===== src/rtl/host_port_defs.svh =====
// constants for the host bus port: offsets, field positions, reset values
//
// Contract
// - style pin selects strobe pair or direction mode
// - mux select low multiplexes address on data pins
// - strobe polarity invert pin sets data strobe level
// - odd pointer gives invalid upper byte, host discards
// - no sending without a host command
// - one transmit mode bit, per-page receive mode bits
// - free-format sends on next own token
// - free-format sends only on command, any layout
// - remote-buffer sends transmit page on every token
// - single-shot sends one packet per command
// - single-shot set mid-run stops after current packet
// - wide access keeps both word bytes together
// - zero destination marks broadcast
`ifndef HOST_PORT_DEFS_SVH
`define HOST_PORT_DEFS_SVH

// ***************************************
// register offsets on the host address pins
// ***************************************
`define OFS_MODE      6'h00
`define OFS_CMD       6'h02
`define OFS_STAT      6'h04
`define OFS_PTR       6'h06
`define OFS_DATA      6'h08
`define OFS_RXM       6'h0A
`define RXM_REGS      4

// ***************************************
// field positions and reset values
// ***************************************
`define MODE_REMOTE   0
`define MODE_SSHOT    1
`define MODE_WORD     2
`define CMD_TX        0
`define MODE_RST      3'h0
`define RXM_RST       32'h0000_0000

// ***************************************
// page layout
// ***************************************
`define PAGE_BYTES    32
`define PAGE_AW       5
`define HDR_SRC       5'h00
`define HDR_DST       5'h01
`define HDR_PTR       5'h02
`define SYNC_W        28

`endif


===== src/rtl/host_port_pkg.sv =====
// types for the host bus port
package host_port_pkg;

   // ***************************************
   // transmit header handed to the link
   // ***************************************
   typedef struct packed {
      logic       broadcast;
      logic [7:0] source_node_id;
      logic [7:0] dest_node_id;
      logic [7:0] data_start_pointer;
   } tx_hdr_t;

   // ***************************************
   // decoded host access
   // ***************************************
   typedef struct packed {
      logic        rd;
      logic        wr;
      logic [5:0]  addr;
      logic [15:0] data;
   } host_acc_t;

   typedef enum logic [1:0] {
      TX_IDLE = 2'b00,
      TX_WAIT = 2'b01,
      TX_SEND = 2'b10
   } tx_state_t;

endpackage : host_port_pkg


===== src/rtl/host_bus_port.sv =====
// host bus port with transmit page buffer and communication modes
`timescale 1ns/100ps
`include "host_port_defs.svh"
module host_bus_port (
   input  wire logic                     i_clk,
   input  wire logic                     i_srst,
   input  wire logic                     i_bus_style_select,
   input  wire logic                     i_addr_data_mux_select,
   input  wire logic                     i_strobe_polarity_invert,
   input  wire logic                     i_wide_bus_pin,
   input  wire logic [15:0]              i_data,
   input  wire logic [5:0]               i_addr,
   input  wire logic                     i_write_strobe_n,
   input  wire logic                     i_read_strobe_n,
   output logic      [15:0]              o_data,
   output logic                          o_data_oe,
   input  wire logic                     i_token_own,
   input  wire logic                     i_tx_done,
   input  wire logic [4:0]               i_link_rd_addr,
   output logic      [7:0]               o_link_rd_data,
   output logic                          o_tx_req,
   output host_port_pkg::tx_hdr_t        o_tx_hdr,
   output logic                          o_tx_active,
   output logic                          o_tx_comm_mode,
   output logic      [31:0]              o_rx_page_mode
);

   logic [`SYNC_W-1:0]         sync;
   logic                       style;
   logic                       mux;
   logic                       inv;
   logic                       wide;
   logic                       ds_act;
   logic                       latch_act;
   host_port_pkg::host_acc_t   acc;
   logic [5:0]                 latch_addr;
   logic                       wr_prev;
   logic                       rd_prev;
   logic [5:0]                 wr_addr;
   logic [15:0]                wr_data;
   logic                       wr_done;
   logic                       rd_start;
   logic [2:0]                 mode;
   logic [31:0]                rxm;
   logic [4:0]                 ptr;
   logic [7:0]                 page [`PAGE_BYTES];
   logic [7:0]                 wr_hold;
   logic                       wr_hold_v;
   logic [7:0]                 rd_hold;
   logic [15:0]                next_rdata;
   logic                       tx_avail;
   logic                       tx_cmd;
   host_port_pkg::tx_state_t   tx_state;

   // ***************************************
   // decoding shared by reads and writes
   // ***************************************
   function automatic logic is_reg(input logic [5:0] a,
                                   input logic [5:0] ofs);
      is_reg = (a[5:1] == ofs[5:1]);
   endfunction : is_reg

   function automatic logic [4:0] even(input logic [4:0] p);
      even = {p[4:1], 1'b0};
   endfunction : even

   // ***************************************
   // pin synchronisation
   // ***************************************
   pin_sync #(
      .W       (`SYNC_W)
   ) u_sync (
      .i_clk   (i_clk),
      .i_srst  (i_srst),
      .i_pin   ({i_bus_style_select, i_addr_data_mux_select,
                 i_strobe_polarity_invert, i_wide_bus_pin,
                 i_write_strobe_n, i_read_strobe_n, i_addr, i_data}),
      .o_level (sync)
   );

   assign style = sync[27];
   assign mux   = sync[26];
   assign inv   = sync[25];
   assign wide  = sync[24];

   // ***************************************
   // strobe and address decode
   // ***************************************
   always_comb begin
      ds_act    = inv ? ~sync[22] : sync[22];
      latch_act = sync[19] ? sync[18] : ~sync[18];
      acc.data  = sync[15:0];
      acc.addr  = mux ? sync[21:16] : latch_addr;
      if (style) begin
         acc.rd = ds_act & sync[23];
         acc.wr = ds_act & ~sync[23];
      end else begin
         acc.rd = ~sync[22];
         acc.wr = ~sync[23];
      end
   end

   always_ff @(posedge i_clk) begin
      if (i_srst) begin
         latch_addr <= 6'h00;
      end else if (!mux && latch_act) begin
         latch_addr <= sync[5:0];
      end
   end

   // ***************************************
   // access edges: write commits at the trailing edge
   // ***************************************
   always_ff @(posedge i_clk) begin
      if (i_srst) begin
         wr_prev <= 1'b0;
         rd_prev <= 1'b0;
         wr_addr <= 6'h00;
         wr_data <= 16'h0000;
      end else begin
         wr_prev <= acc.wr;
         rd_prev <= acc.rd;
         if (acc.wr) begin
            wr_addr <= acc.addr;
            wr_data <= acc.data;
         end
      end
   end

   assign wr_done  = wr_prev & ~acc.wr;
   assign rd_start = acc.rd & ~rd_prev;
   assign tx_cmd   = wr_done & is_reg(wr_addr, `OFS_CMD)
                     & wr_data[`CMD_TX];

   // ***************************************
   // mode and receive mode registers
   // ***************************************
   always_ff @(posedge i_clk) begin
      if (i_srst) begin
         mode <= `MODE_RST;
         rxm  <= `RXM_RST;
      end else if (wr_done) begin
         if (is_reg(wr_addr, `OFS_MODE)) begin
            mode <= wr_data[2:0];
         end
         for (int i = 0; i < `RXM_REGS; i++) begin
            if (is_reg(wr_addr, `OFS_RXM + 6'(2 * i))) begin
               rxm[8*i +: 8] <= wr_data[7:0];
            end
         end
         rxm[0] <= 1'b0;
      end
   end

   assign o_tx_comm_mode = mode[`MODE_REMOTE];
   assign o_rx_page_mode = rxm;

   // ***************************************
   // page pointer and word pairing
   // ***************************************
   always_ff @(posedge i_clk) begin
      if (i_srst) begin
         ptr       <= 5'h00;
         wr_hold   <= 8'h00;
         wr_hold_v <= 1'b0;
         rd_hold   <= 8'h00;
      end else if (wr_done && is_reg(wr_addr, `OFS_PTR)) begin
         ptr       <= wr_data[4:0];
         wr_hold_v <= 1'b0;
      end else if (wr_done && is_reg(wr_addr, `OFS_DATA)) begin
         if (wide) begin
            ptr <= even(ptr) + 5'h02;
         end else if (mode[`MODE_WORD]) begin
            if (!wr_addr[0]) begin
               wr_hold   <= wr_data[7:0];
               wr_hold_v <= 1'b1;
            end else if (wr_hold_v) begin
               wr_hold_v <= 1'b0;
               ptr       <= even(ptr) + 5'h02;
            end
         end else begin
            ptr <= ptr + 5'h01;
         end
      end else if (rd_start && is_reg(acc.addr, `OFS_DATA)) begin
         if (wide) begin
            ptr <= even(ptr) + 5'h02;
         end else if (mode[`MODE_WORD]) begin
            if (!acc.addr[0]) begin
               rd_hold <= page[even(ptr) | 5'h01];
            end else begin
               ptr <= even(ptr) + 5'h02;
            end
         end else begin
            ptr <= ptr + 5'h01;
         end
      end
   end

   // ***************************************
   // transmit page storage
   // ***************************************
   always_ff @(posedge i_clk) begin
      if (wr_done && is_reg(wr_addr, `OFS_DATA)) begin
         if (wide) begin
            page[even(ptr)]         <= wr_data[7:0];
            page[even(ptr) | 5'h01] <= wr_data[15:8];
         end else if (mode[`MODE_WORD]) begin
            if (wr_addr[0] && wr_hold_v) begin
               page[even(ptr)]         <= wr_hold;
               page[even(ptr) | 5'h01] <= wr_data[7:0];
            end
         end else begin
            page[ptr] <= wr_data[7:0];
         end
      end
   end

   always_ff @(posedge i_clk) begin
      if (i_srst) begin
         o_link_rd_data <= 8'h00;
      end else begin
         o_link_rd_data <= page[i_link_rd_addr];
      end
   end

   // ***************************************
   // read data; odd pointer upper byte passes as stored
   // ***************************************
   always_comb begin
      next_rdata = 16'h0000;
      if (is_reg(acc.addr, `OFS_MODE)) begin
         next_rdata = {13'h0000, mode};
      end else if (is_reg(acc.addr, `OFS_STAT)) begin
         next_rdata = {14'h0000, o_tx_active, tx_avail};
      end else if (is_reg(acc.addr, `OFS_PTR)) begin
         next_rdata = {11'h000, ptr};
      end else if (is_reg(acc.addr, `OFS_DATA)) begin
         if (wide) begin
            next_rdata = {page[even(ptr) | 5'h01], page[even(ptr)]};
         end else if (mode[`MODE_WORD]) begin
            next_rdata = {8'h00, acc.addr[0] ? rd_hold
                                             : page[even(ptr)]};
         end else begin
            next_rdata = {8'h00, page[ptr]};
         end
      end else begin
         for (int i = 0; i < `RXM_REGS; i++) begin
            if (is_reg(acc.addr, `OFS_RXM + 6'(2 * i))) begin
               next_rdata = {8'h00, rxm[8*i +: 8]};
            end
         end
      end
   end

   always_ff @(posedge i_clk) begin
      if (i_srst) begin
         o_data    <= 16'h0000;
         o_data_oe <= 1'b0;
      end else begin
         o_data_oe <= acc.rd;
         if (rd_start) begin
            o_data <= next_rdata;
         end
      end
   end

   // ***************************************
   // transmit sequencing
   // ***************************************
   always_ff @(posedge i_clk) begin
      if (i_srst) begin
         tx_state    <= host_port_pkg::TX_IDLE;
         tx_avail    <= 1'b1;
         o_tx_active <= 1'b0;
         o_tx_req    <= 1'b0;
         o_tx_hdr    <= '0;
      end else begin
         o_tx_req <= 1'b0;
         case (tx_state)
            host_port_pkg::TX_IDLE: begin
               if (tx_cmd) begin
                  tx_state    <= host_port_pkg::TX_WAIT;
                  tx_avail    <= 1'b0;
                  o_tx_active <= 1'b1;
               end
            end
            host_port_pkg::TX_WAIT: begin
               if (i_token_own) begin
                  tx_state                    <= host_port_pkg::TX_SEND;
                  o_tx_req                    <= 1'b1;
                  o_tx_hdr.source_node_id     <= page[`HDR_SRC];
                  o_tx_hdr.dest_node_id       <= page[`HDR_DST];
                  o_tx_hdr.data_start_pointer <= page[`HDR_PTR];
                  o_tx_hdr.broadcast <= (page[`HDR_DST] == 8'h00);
               end
            end
            host_port_pkg::TX_SEND: begin
               if (i_tx_done) begin
                  if ((mode[`MODE_REMOTE] && !mode[`MODE_SSHOT])
                      || tx_cmd) begin
                     tx_state <= host_port_pkg::TX_WAIT;
                  end else begin
                     tx_state    <= host_port_pkg::TX_IDLE;
                     tx_avail    <= 1'b1;
                     o_tx_active <= 1'b0;
                  end
               end
            end
            default: begin
               tx_state    <= host_port_pkg::TX_IDLE;
               tx_avail    <= 1'b1;
               o_tx_active <= 1'b0;
            end
         endcase
      end
   end

endmodule : host_bus_port


===== src/rtl/pin_sync.sv =====
// three-stage input synchroniser that accepts a change once stages agree
`timescale 1ns/100ps
module pin_sync #(
   parameter int W = 1
) (
   input  wire logic         i_clk,
   input  wire logic         i_srst,
   input  wire logic [W-1:0] i_pin,
   output logic      [W-1:0] o_level
);

   logic [W-1:0] stage1;
   logic [W-1:0] stage2;
   logic [W-1:0] stage3;

   always_ff @(posedge i_clk) begin
      stage1 <= i_pin;
      stage2 <= stage1;
      stage3 <= stage2;
   end

   // ***************************************
   // per-bit acceptance
   // ***************************************
   genvar g;
   generate
      for (g = 0; g < W; g++) begin : g_bit
         always_ff @(posedge i_clk) begin
            if (i_srst) begin
               o_level[g] <= 1'b1;
            end else if (stage2[g] == stage3[g]) begin
               o_level[g] <= stage3[g];
            end
         end
      end
   endgenerate

endmodule : pin_sync


===== config.mk =====
export PLATFORM = sky130hd
export DESIGN_NAME = host_bus_port
export DESIGN_NICKNAME = d
export VERILOG_FILES = /design/src/rtl/host_port_pkg.sv /design/src/rtl/host_bus_port.sv /design/src/rtl/pin_sync.sv
export VERILOG_INCLUDE_DIRS = /design/src /design/src/rtl
export SDC_FILE = /design/constraint.sdc
export NUM_CORES = 1
export LEC_CHECK = 0
export ABC_AREA = 0
export BUFFER_PORTS_ARGS = -buffer_cell sky130_fd_sc_hd__buf_4
export CORE_MARGIN = 10
export CORE_UTILIZATION = 40
export CTS_CLUSTER_DIAMETER = 60
export CTS_CLUSTER_SIZE = 8
export DETAILED_ROUTE_END_ITERATION = 7
export SLEW_MARGIN = 20
export SYNTH_ARGS = -nofsm -noshare
export SYNTH_HDL_FRONTEND = slang
export SYNTH_HIERARCHICAL = 1
export SYNTH_SLANG_ARGS = --single-unit
export TNS_END_PERCENT = 100

===== constraint.sdc =====
create_clock -name i_clk -period 7.8 [get_ports i_clk]
set_input_delay 1.56 -clock i_clk [delete_from_list [all_inputs] [get_ports i_clk]]
set_output_delay 1.56 -clock i_clk [all_outputs]
set_load 0.02 [all_outputs]

Yosys cells after proc, flatten, opt, wreduce, memory -nomap -nowiden
Memory sizes are Yosys's and may differ from the RTL's. A register that Yosys moved wholly into a read port is not among the register bits.
Index checks and enable logic that the tools add are counted.
- add/subtract/negate cells: 2
- equality and inequality tests: 51
- multiplexer cells: 63
- bitwise gates (word level): 19
- reductions and logical operators: 29
- operators with widths (kind ; count):
    $mux 16 ; 8
    $mux 5 ; 17
    $mux 8 ; 6
    $eq 5x3->1 const B ; 8
    $eq 1x1->1 ; 28
    $mux 1 ; 24
    $eq 5x2->1 const B ; 3
    $reduce_and 2->1 ; 6
    $not 1->1 ; 11
    $eq 5x4->1 const B ; 2
    $logic_not 5->1 ; 2
    $ne 5x4->1 const B ; 2
    $logic_not 8->1 ; 1
    $mux 2 ; 4
    $ne 2x2->1 const B ; 4
    $reduce_and 4->1 ; 2
    $reduce_or 8->1 ; 1
    $and 1x1->1 ; 6
    $logic_and 1x1->1 ; 6
    $mux 6 ; 1
    $pmux 1 s3 ; 2
    $pmux 2 s3 ; 1
    $reduce_and 3->1 ; 2
    $reduce_and 6->1 ; 1
    other kinds (13) ; 16
- register bits after elaboration: 228
- bits in writable memories: 256
- input port bits: 37
- output and inout port bits: 85
- logic and storage cells: 217
- memories: 1
- memories (name ; words ; width ; rd ports ; clocked after Yosys merged registers in ; wr ports ; RTL line ; source):
    page ; 32 ; 8 ; 7 ; 6 ; 2 ; host_bus_port.sv:46 ; logic [7:0] page [`PAGE_BYTES];

Logic depth before layout (Yosys ltp)
Gate-level depths: netlist (run 1).
- word-level depth: 12
- mapped depth: 10
- gate-level depth less buffers: 7

Hierarchy
The synthesis (run 1) kept the hierarchy.
- by module, submodules not included (module ; instances ; cells each ; area an instance (µm²) ; seq. area each (µm²)):
    host_bus_port ; 1 ; 1851 ; 22231.3 ; 10590.2
    pin_sync ; 1 ; 199 ; 2712.6 ; 2242.2

Worst setup path before layout (run 1)
No wires, ideal clock.
- path kind: input-to-reg
- from: input i_link_rd_addr[0]
- to: register o_link_rd_data[0] (read register of page)
- setup time: 0.128 ns
- arrival: 3.400 ns
- data required time: 7.672 ns
- slack: 4.272 ns
- stages on the path: 6
- buffers on the path: 2
- path through: clkbuf_1 > buf_2 > mux4_2 > mux4_2 > mux2i_1 > nor2_1
- RTL lines (what ; RTL line ; source):
    from (decl) ; host_bus_port.sv:19 ; input wire logic [4:0] i_link_rd_addr,
    to (decl) ; host_bus_port.sv:20 ; output logic [7:0] o_link_rd_data,

==> results of run 1 <==
[routing by layer]
metal | global-route usage | wire (um)
met1 | 0.294 | 32900
met2 | 0.354 | 39000
met3 | 0.0596 | 9330
met4 | 0.0959 | 3410
met5 | 0 | 27
[worst max-delay path by stage]
stage | cells past startpoint | to | slack, ns
detailed placement | 6 | o_link_rd_data[5] | 3.50
finish | 6 | page[30][3] | 4.08
floorplan | 6 | o_link_rd_data[0] | 4.27
global placement | 6 | o_link_rd_data[5] | 3.57
global route | 6 | page[6][0] | 3.87
CTS | 6 | page[14][2] | 4.08
[through the flow]
stage	util	setup slack [ns]	cells	total power, uW	hold slack, ns
after floorplan	-	4.27	2050	3210	0.310
after global placement	0.428	3.57	2873	3320	0.310
after detailed placement	0.428	3.50	2873	3330	0.312
after CTS	0.464	4.08	2990	6390	0.322
after global routing	0.464	3.87	2990	6530	0.327
final	0.464	4.08	2991	6350	0.315
[cell families after synthesis]
kind of cell / count (synthesis)
multiplexers: 411
adder cells (fa/ha/maj): 8
AND/OR/NAND/NOR: 547
buffers and inverters: 189
other: 1
AO/OA/AOI/OAI: 376
XOR/XNOR: 5
flip-flops: 513
[flip-flops by register name, indices dropped and copies added, names as in the netlist, 2 cells and up, named ones only]
register,cells
o_data,16
u_sync/stage1,28
o_rx_page_mode,31
mode,3
wr_data,16
u_sync/o_level,28
tx_state,2
o_tx_hdr,25
u_sync/stage2,28
latch_addr,6
page,256
o_link_rd_data,8
wr_hold,8
u_sync/stage3,28
ptr,5
wr_addr,6
rd_hold,8
[report_power, final]
part,total (uW),internal [uW],switching [uW]
registers,2930,2880,51.8
logic,349,148,201
clock network,3070,1830,1240
[synthesized netlist by cell type (5+ instances only)]
cell	instances
a31oi_1	6
inv_1	7
nor3_1	11
nand2_1	126
buf_4	25
edfxtp_1	256
mux2_2	132
ha_1	8
mux2i_1	109
nor4_1	11
o2bb2ai_1	7
o21ai_0	15
mux4_2	169
and2_1	5
nor2_1	308
a211oi_1	13
o21bai_1	28
nor2b_1	17
buf_2	34
a21oi_1	215
nand3_1	26
a22oi_1	34
o22ai_1	5
nand2b_1	6
clkbuf_1	101
o21a_1	5
and3_1	6
buf_1	17
dfxtp_1	257
[critical path: cells and delay by family, from the launching register on]
kind	cells	cell delay, ns
DFF	1	0.45
AOI/OAI and AO/OA	1	0.24
and+or+nand+nor	2	0.63
muxes	1	0.42
buffers and inverters	2	1.64
[cell usage in the layout, fill, tap and decap left out, drive strengths merged, types with 7 or more instances in the layout]
master / count
nand2: 126
a21oi: 216
buf: 168
clkbuf: 110
o21ai: 16
dfxtp: 257
a22oi: 35
nor2b: 17
a31oi: 7
ha: 8
nor4: 15
o21bai: 28
mux4: 169
o2bb2ai: 7
edfxtp: 256
mux2i: 109
nand3: 26
nor2: 308
nor3: 14
a211oi: 13
inv: 12
mux2: 133
[area by class of cell]
type | instances | area share
tap | 837 | 0.0366
sequential | 513 | 0.449
inverter | 7 | 0.000918
clock buffer | 110 | 0.0723
multi-input combinational | 1348 | 0.393
clock inverter | 7 | 0.00407
timing repair buffer | 168 | 0.0441
antenna | 1 | 0.0000874
==> qor.yml, run 1 <==
timing:
  relSlewSlack: 0.199
  fmax_mhz: 269
  clock_skew_ns: 0.0310
  maxSlewViolCount: 0
  finalHoldViolations: 0
  fin_setup_tns_ns: 0
  worst_slew_pin_slew_ns: 1.20
  period_share: 0.476
  setup_viol: 0
  post-route-min-period_ns: 3.72
  grt_setup_unrepaired: "false"
detailed_routing:
  first_iter_violations: 2389
  wire_per_inst_um: 28.3
  first_pass_iters: 8
  drc: 7
  vias: 18446
  routed_wl_um: 84600
  drtAntennaViolNets: 0
  vias_per_cell: 6.17
run_status:
  outcome: "finished, violations left"
  violations: "DRC"
cts:
  clkTransAtPathRegs_ns: 0.05
  cts_buffer_depth: 3
  cts_tree: "done"
  ctsHoldBuffers: 0
  cts_resized: 0
  clockRootBuffer: "clkbuf_16"
  h-tree-depth: 3
  cts.sinks: 513
  cts_made_buffers: 75
  postCtsSetupRepairBufs: 0
  clk_latency_ns: 0.63
logic_synthesis:
  synthMuxAreaShare: 0.256
  yosys_warnings: 6
  synth_top_area_frac: 0.308
  netlist_top_cells_area: "edfxtp_1 31%, dfxtp_1 21%, mux4_2 15%"
  synth-async-reset-ratio: 0
  netlist_instances: 2050
  postSynthAreaPerCell_um2: 12.2
  synth_xor_xnor_area_share: 0.00176
  synth_fa_ha_area_frac: 0.00401
  ys_types: 76
  synth_largest_area_cell: "edfxtp_1"
  synth_seq_cells: 513
  synth_top_family_by_area: "multiplexers"
  ys.flop_type: "dfxtp_1"
  syn_nets: 2095
  synth-edff-count: 256
  synth-compound-area-share: 0.0925
  ys_seq_area_frac: 0.514
  synth-simple-area-share: 0.0956
  netlist_area_um2: 24900
setup_path:
  max_stage_delay_ns: 0.93
  crit_fanout: 76
  crit_chain: "nor3b_1, a31oi_2, nor4_2, buf_4, buf_4, mux2_2"
  rrSetupSlack_ns: 4.08
  cp.arrival_ns: 4.08
  r2r_end: "page[30][3]"
  crit_start: "wr_addr[4]"
  slowest_stage: "buf_4"
  r2r_start: "wr_addr[4]"
  path_class: "flop to flop"
  cp-start-kind: "flop"
  cp_common_cell: "buf_4"
  reg2regPathDepth: 6
  worstSetupEndpointType: "flop"
  critPathRequiredTime_ns: 8.16
hold_path:
  hp-start: "u_sync/stage1[1]"
  whs_endpoint: "u_sync/stage2[1]"
  holdPathStages: 0
  hold_class: "flop to flop"
placement:
  dp_hpwl_um: 58600
  gp_congestion: 0.985
  port-buffer-count: 120
  dpl_cell_area_um2: 26400
die:
  start_util: 0.404
  die_y_um: 270
  row_count: 91
  pin_count: 122
  core_area_um2: 61700
  die_area_um2: 72700
  die_w_um: 270
pwr:
  power_density_nw_per_um2: 222
  p_leak_uw: 0.0105
  vdd_drop_max_mv: 0.151
layout:
  synthToLayoutAreaGrowth_pct: 14.8
  multi_input_area_um2: 11300
  final_area_um2: 28600
  nets: 2158
  drive_gt1_frac: 0.271
  final-seq-area_um2: 12800
  n_fill_cell: 5536
global_route:
  track_usage: 0.227
  grt_pass1_vias: 17793
  overflow: 0
  antenna_found_initial: 3
  grt_max_degree: 94
  grt_pass1_wl_um: 124000
run:
  drv_cap: 0
Note: power is estimated with default switching activity, not from simulation.
==> run 2: changes to the inputs <==
==> constraint.sdc (replaced) <==
create_clock -name i_clk -period 3.1 [get_ports i_clk]
set_input_delay 0.62 -clock i_clk [delete_from_list [all_inputs] [get_ports i_clk]]
set_output_delay 0.62 -clock i_clk [all_outputs]
set_load 0.02 [all_outputs]
==> run 2 against run 1 <==
Compared with the run above:
- the run now ends clean
- clock power grew to 2.5 times the previous value
- power grew to 2.5 times the previous value
- core utilization is 1.4 points higher
- critical endpoint is now page[11][1]
- largest cell class unchanged
==> qor.yml, run 2 (synthesis gave the netlist of run 1 again) <==
run_status:
  outcome: "finished clean"
layout:
  final_area_um2: 29500
  fin_util: 0.478
  drive_gt1_frac: 0.295
  largest_reg_flops: 256
  multi_input_area_um2: 11300
  final_common_cell: "nor2_1"
  final-seq-area_um2: 12800
  n_fill_cell: 5471
  nets: 2231
  top_register: "page"
  antenna_cells: 0
  layout_common_cells: "307 x nor2_1, 256 x edfxtp_1, 252 x dfxtp_1, 221 x buf_4, 215 x a21oi_1"
  synthToLayoutAreaGrowth_pct: 18.1
setup_path:
  cpLargestDelayFamily: "compound AO/OA/AOI/OAI gates"
  critPathRequiredTime_ns: 3.47
  max_stage_delay_ns: 0.94
  cp.arrival_ns: 3.25
  crit_fanout: 10
  crit_chain: "xnor2_1, a31oi_2, nor2_1, buf_4, a32oi_1, nor2_1, buf_4"
  slowest_stage: "a32oi_1"
  path_buf_inv: 2
  cp-start-kind: "flop"
  path_class: "flop to flop"
  worstSetupEndpointType: "flop"
cts:
  postCtsSetupRepairBufs: 0
  cts_made_buffers: 76
  ctsHoldBuffers: 0
  clkTransAtPathRegs_ns: 0.05
  cts_tree: "done"
  cts.sinks: 513
  clockRootBuffer: "clkbuf_16"
  cts_resized: 0
  clk_latency_ns: 0.64
  cts_buffer_depth: 3
  h-tree-depth: 3
timing:
  maxSlewViolCount: 0
  fin_setup_tns_ns: 0
  finalHoldViolations: 0
  period_share: 0.929
  relSlewSlack: 0.230
  setup_viol: 0
  hold-worst-slack_ns: 0.0871
  worst_slew_pin_slew_ns: 1.15
  clock_skew_ns: 0.0478
  fmax_mhz: 347
  grt_setup_unrepaired: "false"
  post-route-min-period_ns: 2.88
run:
  drv_cap: 0
detailed_routing:
  first_iter_violations: 2641
  wl_met2_um: 40600
  wl_met1_um: 34500
  drc: 0
  first_pass_iters: 7
  routed_wl_um: 88200
  drtAntennaViolNets: 0
  vias: 18681
  met3RoutedLength_um: 9180
  vias_per_cell: 6.10
  wire_per_inst_um: 28.8
  routed.top_layer: "met5"
hold_path:
  hold_class: "primary input to flop"
die:
  die_w_um: 270
  row_count: 91
  die_area_um2: 72700
  core_area_um2: 61700
  die_y_um: 270
  pin_count: 122
  start_util: 0.404
global_route:
  grt_pass1_vias: 18189
  overflow: 0
  grt_pass1_wl_um: 129000
  antenna_found_initial: 5
  track_usage: 0.237
  grt_max_degree: 87
placement:
  gp_congestion: 0.996
  dp_hpwl_um: 62700
  dpl_cell_area_um2: 27200
  port-buffer-count: 120
pwr:
  power_density_nw_per_um2: 547
  total_power_uw: 16100
  p_leak_uw: 0.0109
  vdd_drop_max_mv: 0.369
==> run 2: worst reg2reg max path: cells and delay by family (launching register included) <==
kind | cells | cell delay [ns]
XOR/XNOR | 1 | 0.19
AND/OR/NAND/NOR | 2 | 0.19
flip-flops | 1 | 0.43
buffers and inverters | 2 | 0.42
AO/OA/AOI/OAI | 2 | 1.37
==> run 2: metal layers <==
metal  track usage  vias up
li1              -     7972
met1         0.312     9367
met2         0.372     1152
met3        0.0512      188
met4         0.103        2
met5             0        -
==> run 2: cell type report <==
cell class | count | share of cell area
flip-flops and latches | 513 | 0.436
clock inverters | 11 | 0.00734
repair buffers | 240 | 0.0692
clock buffers | 108 | 0.0693
multi-input cells | 1348 | 0.382
well taps | 837 | 0.0355
inverters | 7 | 0.000892
==> run 2: final timing paths <==
| check | startpoint | to | slack [ns] | cells past startpoint |
|---|---|---|---|---|
| max | u_sync/o_level[22] | page[11][1] | 0.22 | 7 |
| min | i_addr[2] | u_sync/stage1[18] | 0.09 | 1 |
| max reg2reg | u_sync/o_level[22] | page[11][1] | 0.22 | 7 |
| min reg2reg | u_sync/stage1[12] | u_sync/stage2[12] | 0.32 | 0 |
==> run 2: report_power, final <==
group          leakage [uW]  internal [uW]  switching, uW
Combinational       0.00537            418            549
Sequential          0.00448           7250            122
Clock               0.00108           4610           3170
Total                0.0109          12300           3840
==> run 2: metrics by stage <==
step                setup slack [ns]  std cells
CTS                            0.220       3064
detailed placement             0.270       2945
finish                         0.221       3064
floorplan                      0.512       2050
global route                  0.0965       3064
global placement               0.347       2945
==> run 3: changes to the inputs <==
==> constraint.sdc (replaced) <==
create_clock -name i_clk -period 2.8 [get_ports i_clk]
set_input_delay 0.56 -clock i_clk [delete_from_list [all_inputs] [get_ports i_clk]]
set_output_delay 0.56 -clock i_clk [all_outputs]
set_load 0.02 [all_outputs]
==> run 3 against run 2 <==
Compared with the run above:
- power rose by 11%
- die area did not move
- wire length fell by 2.8%
- core utilization rose by 0.33 points
- critical path type unchanged
- largest cell class unchanged
==> qor.yml, run 3 (synthesis gave the netlist of run 1 again) <==
layout:
  antenna_cells: 0
  largest_reg_flops: 256
  final_common_cell: "nor2_1"
  drive_gt1_frac: 0.306
  layout_common_cells: "307 x nor2_1, 260 x buf_4, 256 x edfxtp_1, 253 x dfxtp_1, 215 x a21oi_1"
  top_register: "page"
  nets: 2268
  synthToLayoutAreaGrowth_pct: 19.0
die:
  core_area_um2: 61700
  start_util: 0.404
  die_w_um: 270
  row_count: 91
  die_y_um: 270
  pin_count: 122
  die_area_um2: 72700
detailed_routing:
  vias: 18608
  routed_wl_um: 85700
  first_pass_iters: 6
  vias_per_cell: 6.00
  first_iter_violations: 2226
  drtAntennaViolNets: 0
  wire_per_inst_um: 27.6
  drc: 0
hold_path:
  hold_class: "primary input to flop"
  holdPathStages: 1
global_route:
  grt_pass1_wl_um: 125000
  grt_max_degree: 111
  track_usage: 0.230
  antenna_found_initial: 5
  overflow: 0
  grt_pass1_vias: 18122
run:
  drv_cap: 0
timing:
  setup_viol: 0
  hold-worst-slack_ns: 0.0551
  clock_skew_ns: 0.0199
  fin_setup_tns_ns: 0
  finalHoldViolations: 0
  post-route-min-period_ns: 2.63
  worst_slew_pin_slew_ns: 1.09
  grt_setup_unrepaired: "false"
  maxSlewViolCount: 0
  fmax_mhz: 381
  relSlewSlack: 0.273
  period_share: 0.938
pwr:
  p_leak_uw: 0.0111
  vdd_drop_max_mv: 0.472
  pwr-share-comb: 0.062
  p_switching_uw: 4040
  internal-power_uw: 13800
  total_power_uw: 17800
  p_sw_frac: 0.227
  power_density_nw_per_um2: 600
  clkPwrFrac: 0.481
  seqPwrFrac: 0.457
cts:
  h-tree-depth: 3
  cts.sinks: 513
  clk_latency_ns: 0.61
  cts_tree: "done"
  clockRootBuffer: "clkbuf_16"
  ctsHoldBuffers: 0
  clkTransAtPathRegs_ns: 0.05
  cts_buffer_depth: 3
  cts_made_buffers: 76
setup_path:
  critPathRequiredTime_ns: 3.29
  crit_fanout: 20
  path_class: "flop to flop"
  cp-start-kind: "flop"
  reg2regPathDepth: 8
  cp.arrival_ns: 3.12
  worstSetupEndpointType: "flop"
run_status:
  outcome: "finished clean"
placement:
  dp_hpwl_um: 62400
  gp_congestion: 0.941
  port-buffer-count: 120
==> run 3: cell count changes in the layout (fill, tap and decap cells not counted), moves of 2 or more <==
| cell | before | now |
|---|---|---|
| clkbuf_16 | 76 | 78 |
| inv_6 | 0 | 2 |
| buf_4 | 221 | 260 |
| buf_12 | 19 | 17 |
| clkinv_16 | 5 | 0 |
| clkinv_4 | 2 | 0 |
| bufinv_16 | 0 | 2 |
| dfxtp_2 | 3 | 1 |
==> run 3: timing repair <==
action | CTS | global route
setup endpoints to repair | 0 | 249
hold endpoints to repair | 0 | 0
resized for setup | 0 | 3
setup buffers | 0 | 6
==> run 3: layout make-up <==
class / instances / area [um2]
fillers: 5469 / 32000
flip-flops and latches: 513 / 12800
multi-input cells: 1348 / 11300
repair buffers: 277 / 2290
clock buffers: 109 / 2080
well taps: 837 / 1050
clock inverters: 9 / 128
inverters: 7 / 26.3
==> run 3: worst paths after layout <==
| path | from | slack, ns | to |
|---|---|---|---|
| max reg2reg | flop | 0.17 | o_data[2] |
| min reg2reg | u_sync/stage1[4] | 0.32 | u_sync/stage2[4] |
| max | flop | 0.17 | o_data[2] |
| min | i_strobe_polarity_invert | 0.06 | u_sync/stage1[25] |
==> run 3: through the flow <==
| step | utilization | setup WS (ns) | cell area [um2] | instances |
|---|---|---|---|---|
| 6_report | 0.481 | 0.173 | 29700 | 3100 |
| 2_1_floorplan | - | 0.272 | 24900 | 2050 |
| 4_1_cts | 0.480 | 0.0757 | 29600 | 3094 |
| 3_5_place_dp | 0.444 | 0.0887 | 27400 | 2976 |
| 5_1_grt | 0.481 | 0.0547 | 29700 | 3100 |
| 3_3_place_gp | 0.444 | 0.0890 | 27400 | 2976 |
==> run 3: critical path, stage by stage, from the launching register on <==
cell     delay, ns
dfxtp_4       0.61
buf_4         0.22
mux4_2        0.29
mux2i_1       0.30
buf_4         0.21
o22ai_1       0.08
nor4_1        0.36
nor4_1        0.12
or3_1         0.31
==> run 3: power groups by stage <==
stage                     Combinational, uW  Sequential, uW  Clock (uW)
after floorplan                         678            8250           0
after global placement                 1070            8280           0
after detailed placement               1090            8290           0
after CTS                              1100            8140        8690
after global routing                   1180            8150        9020
final                                  1100            8140        8570
==> run 3: metal layers <==
metal	GRT usage	vias to the layer above	wire length [um]
li1	-	8042	-
met5	0	-	63
met2	0.367	1124	39500
met1	0.297	9239	34200
met4	0.104	8	3820
met3	0.0488	195	8130
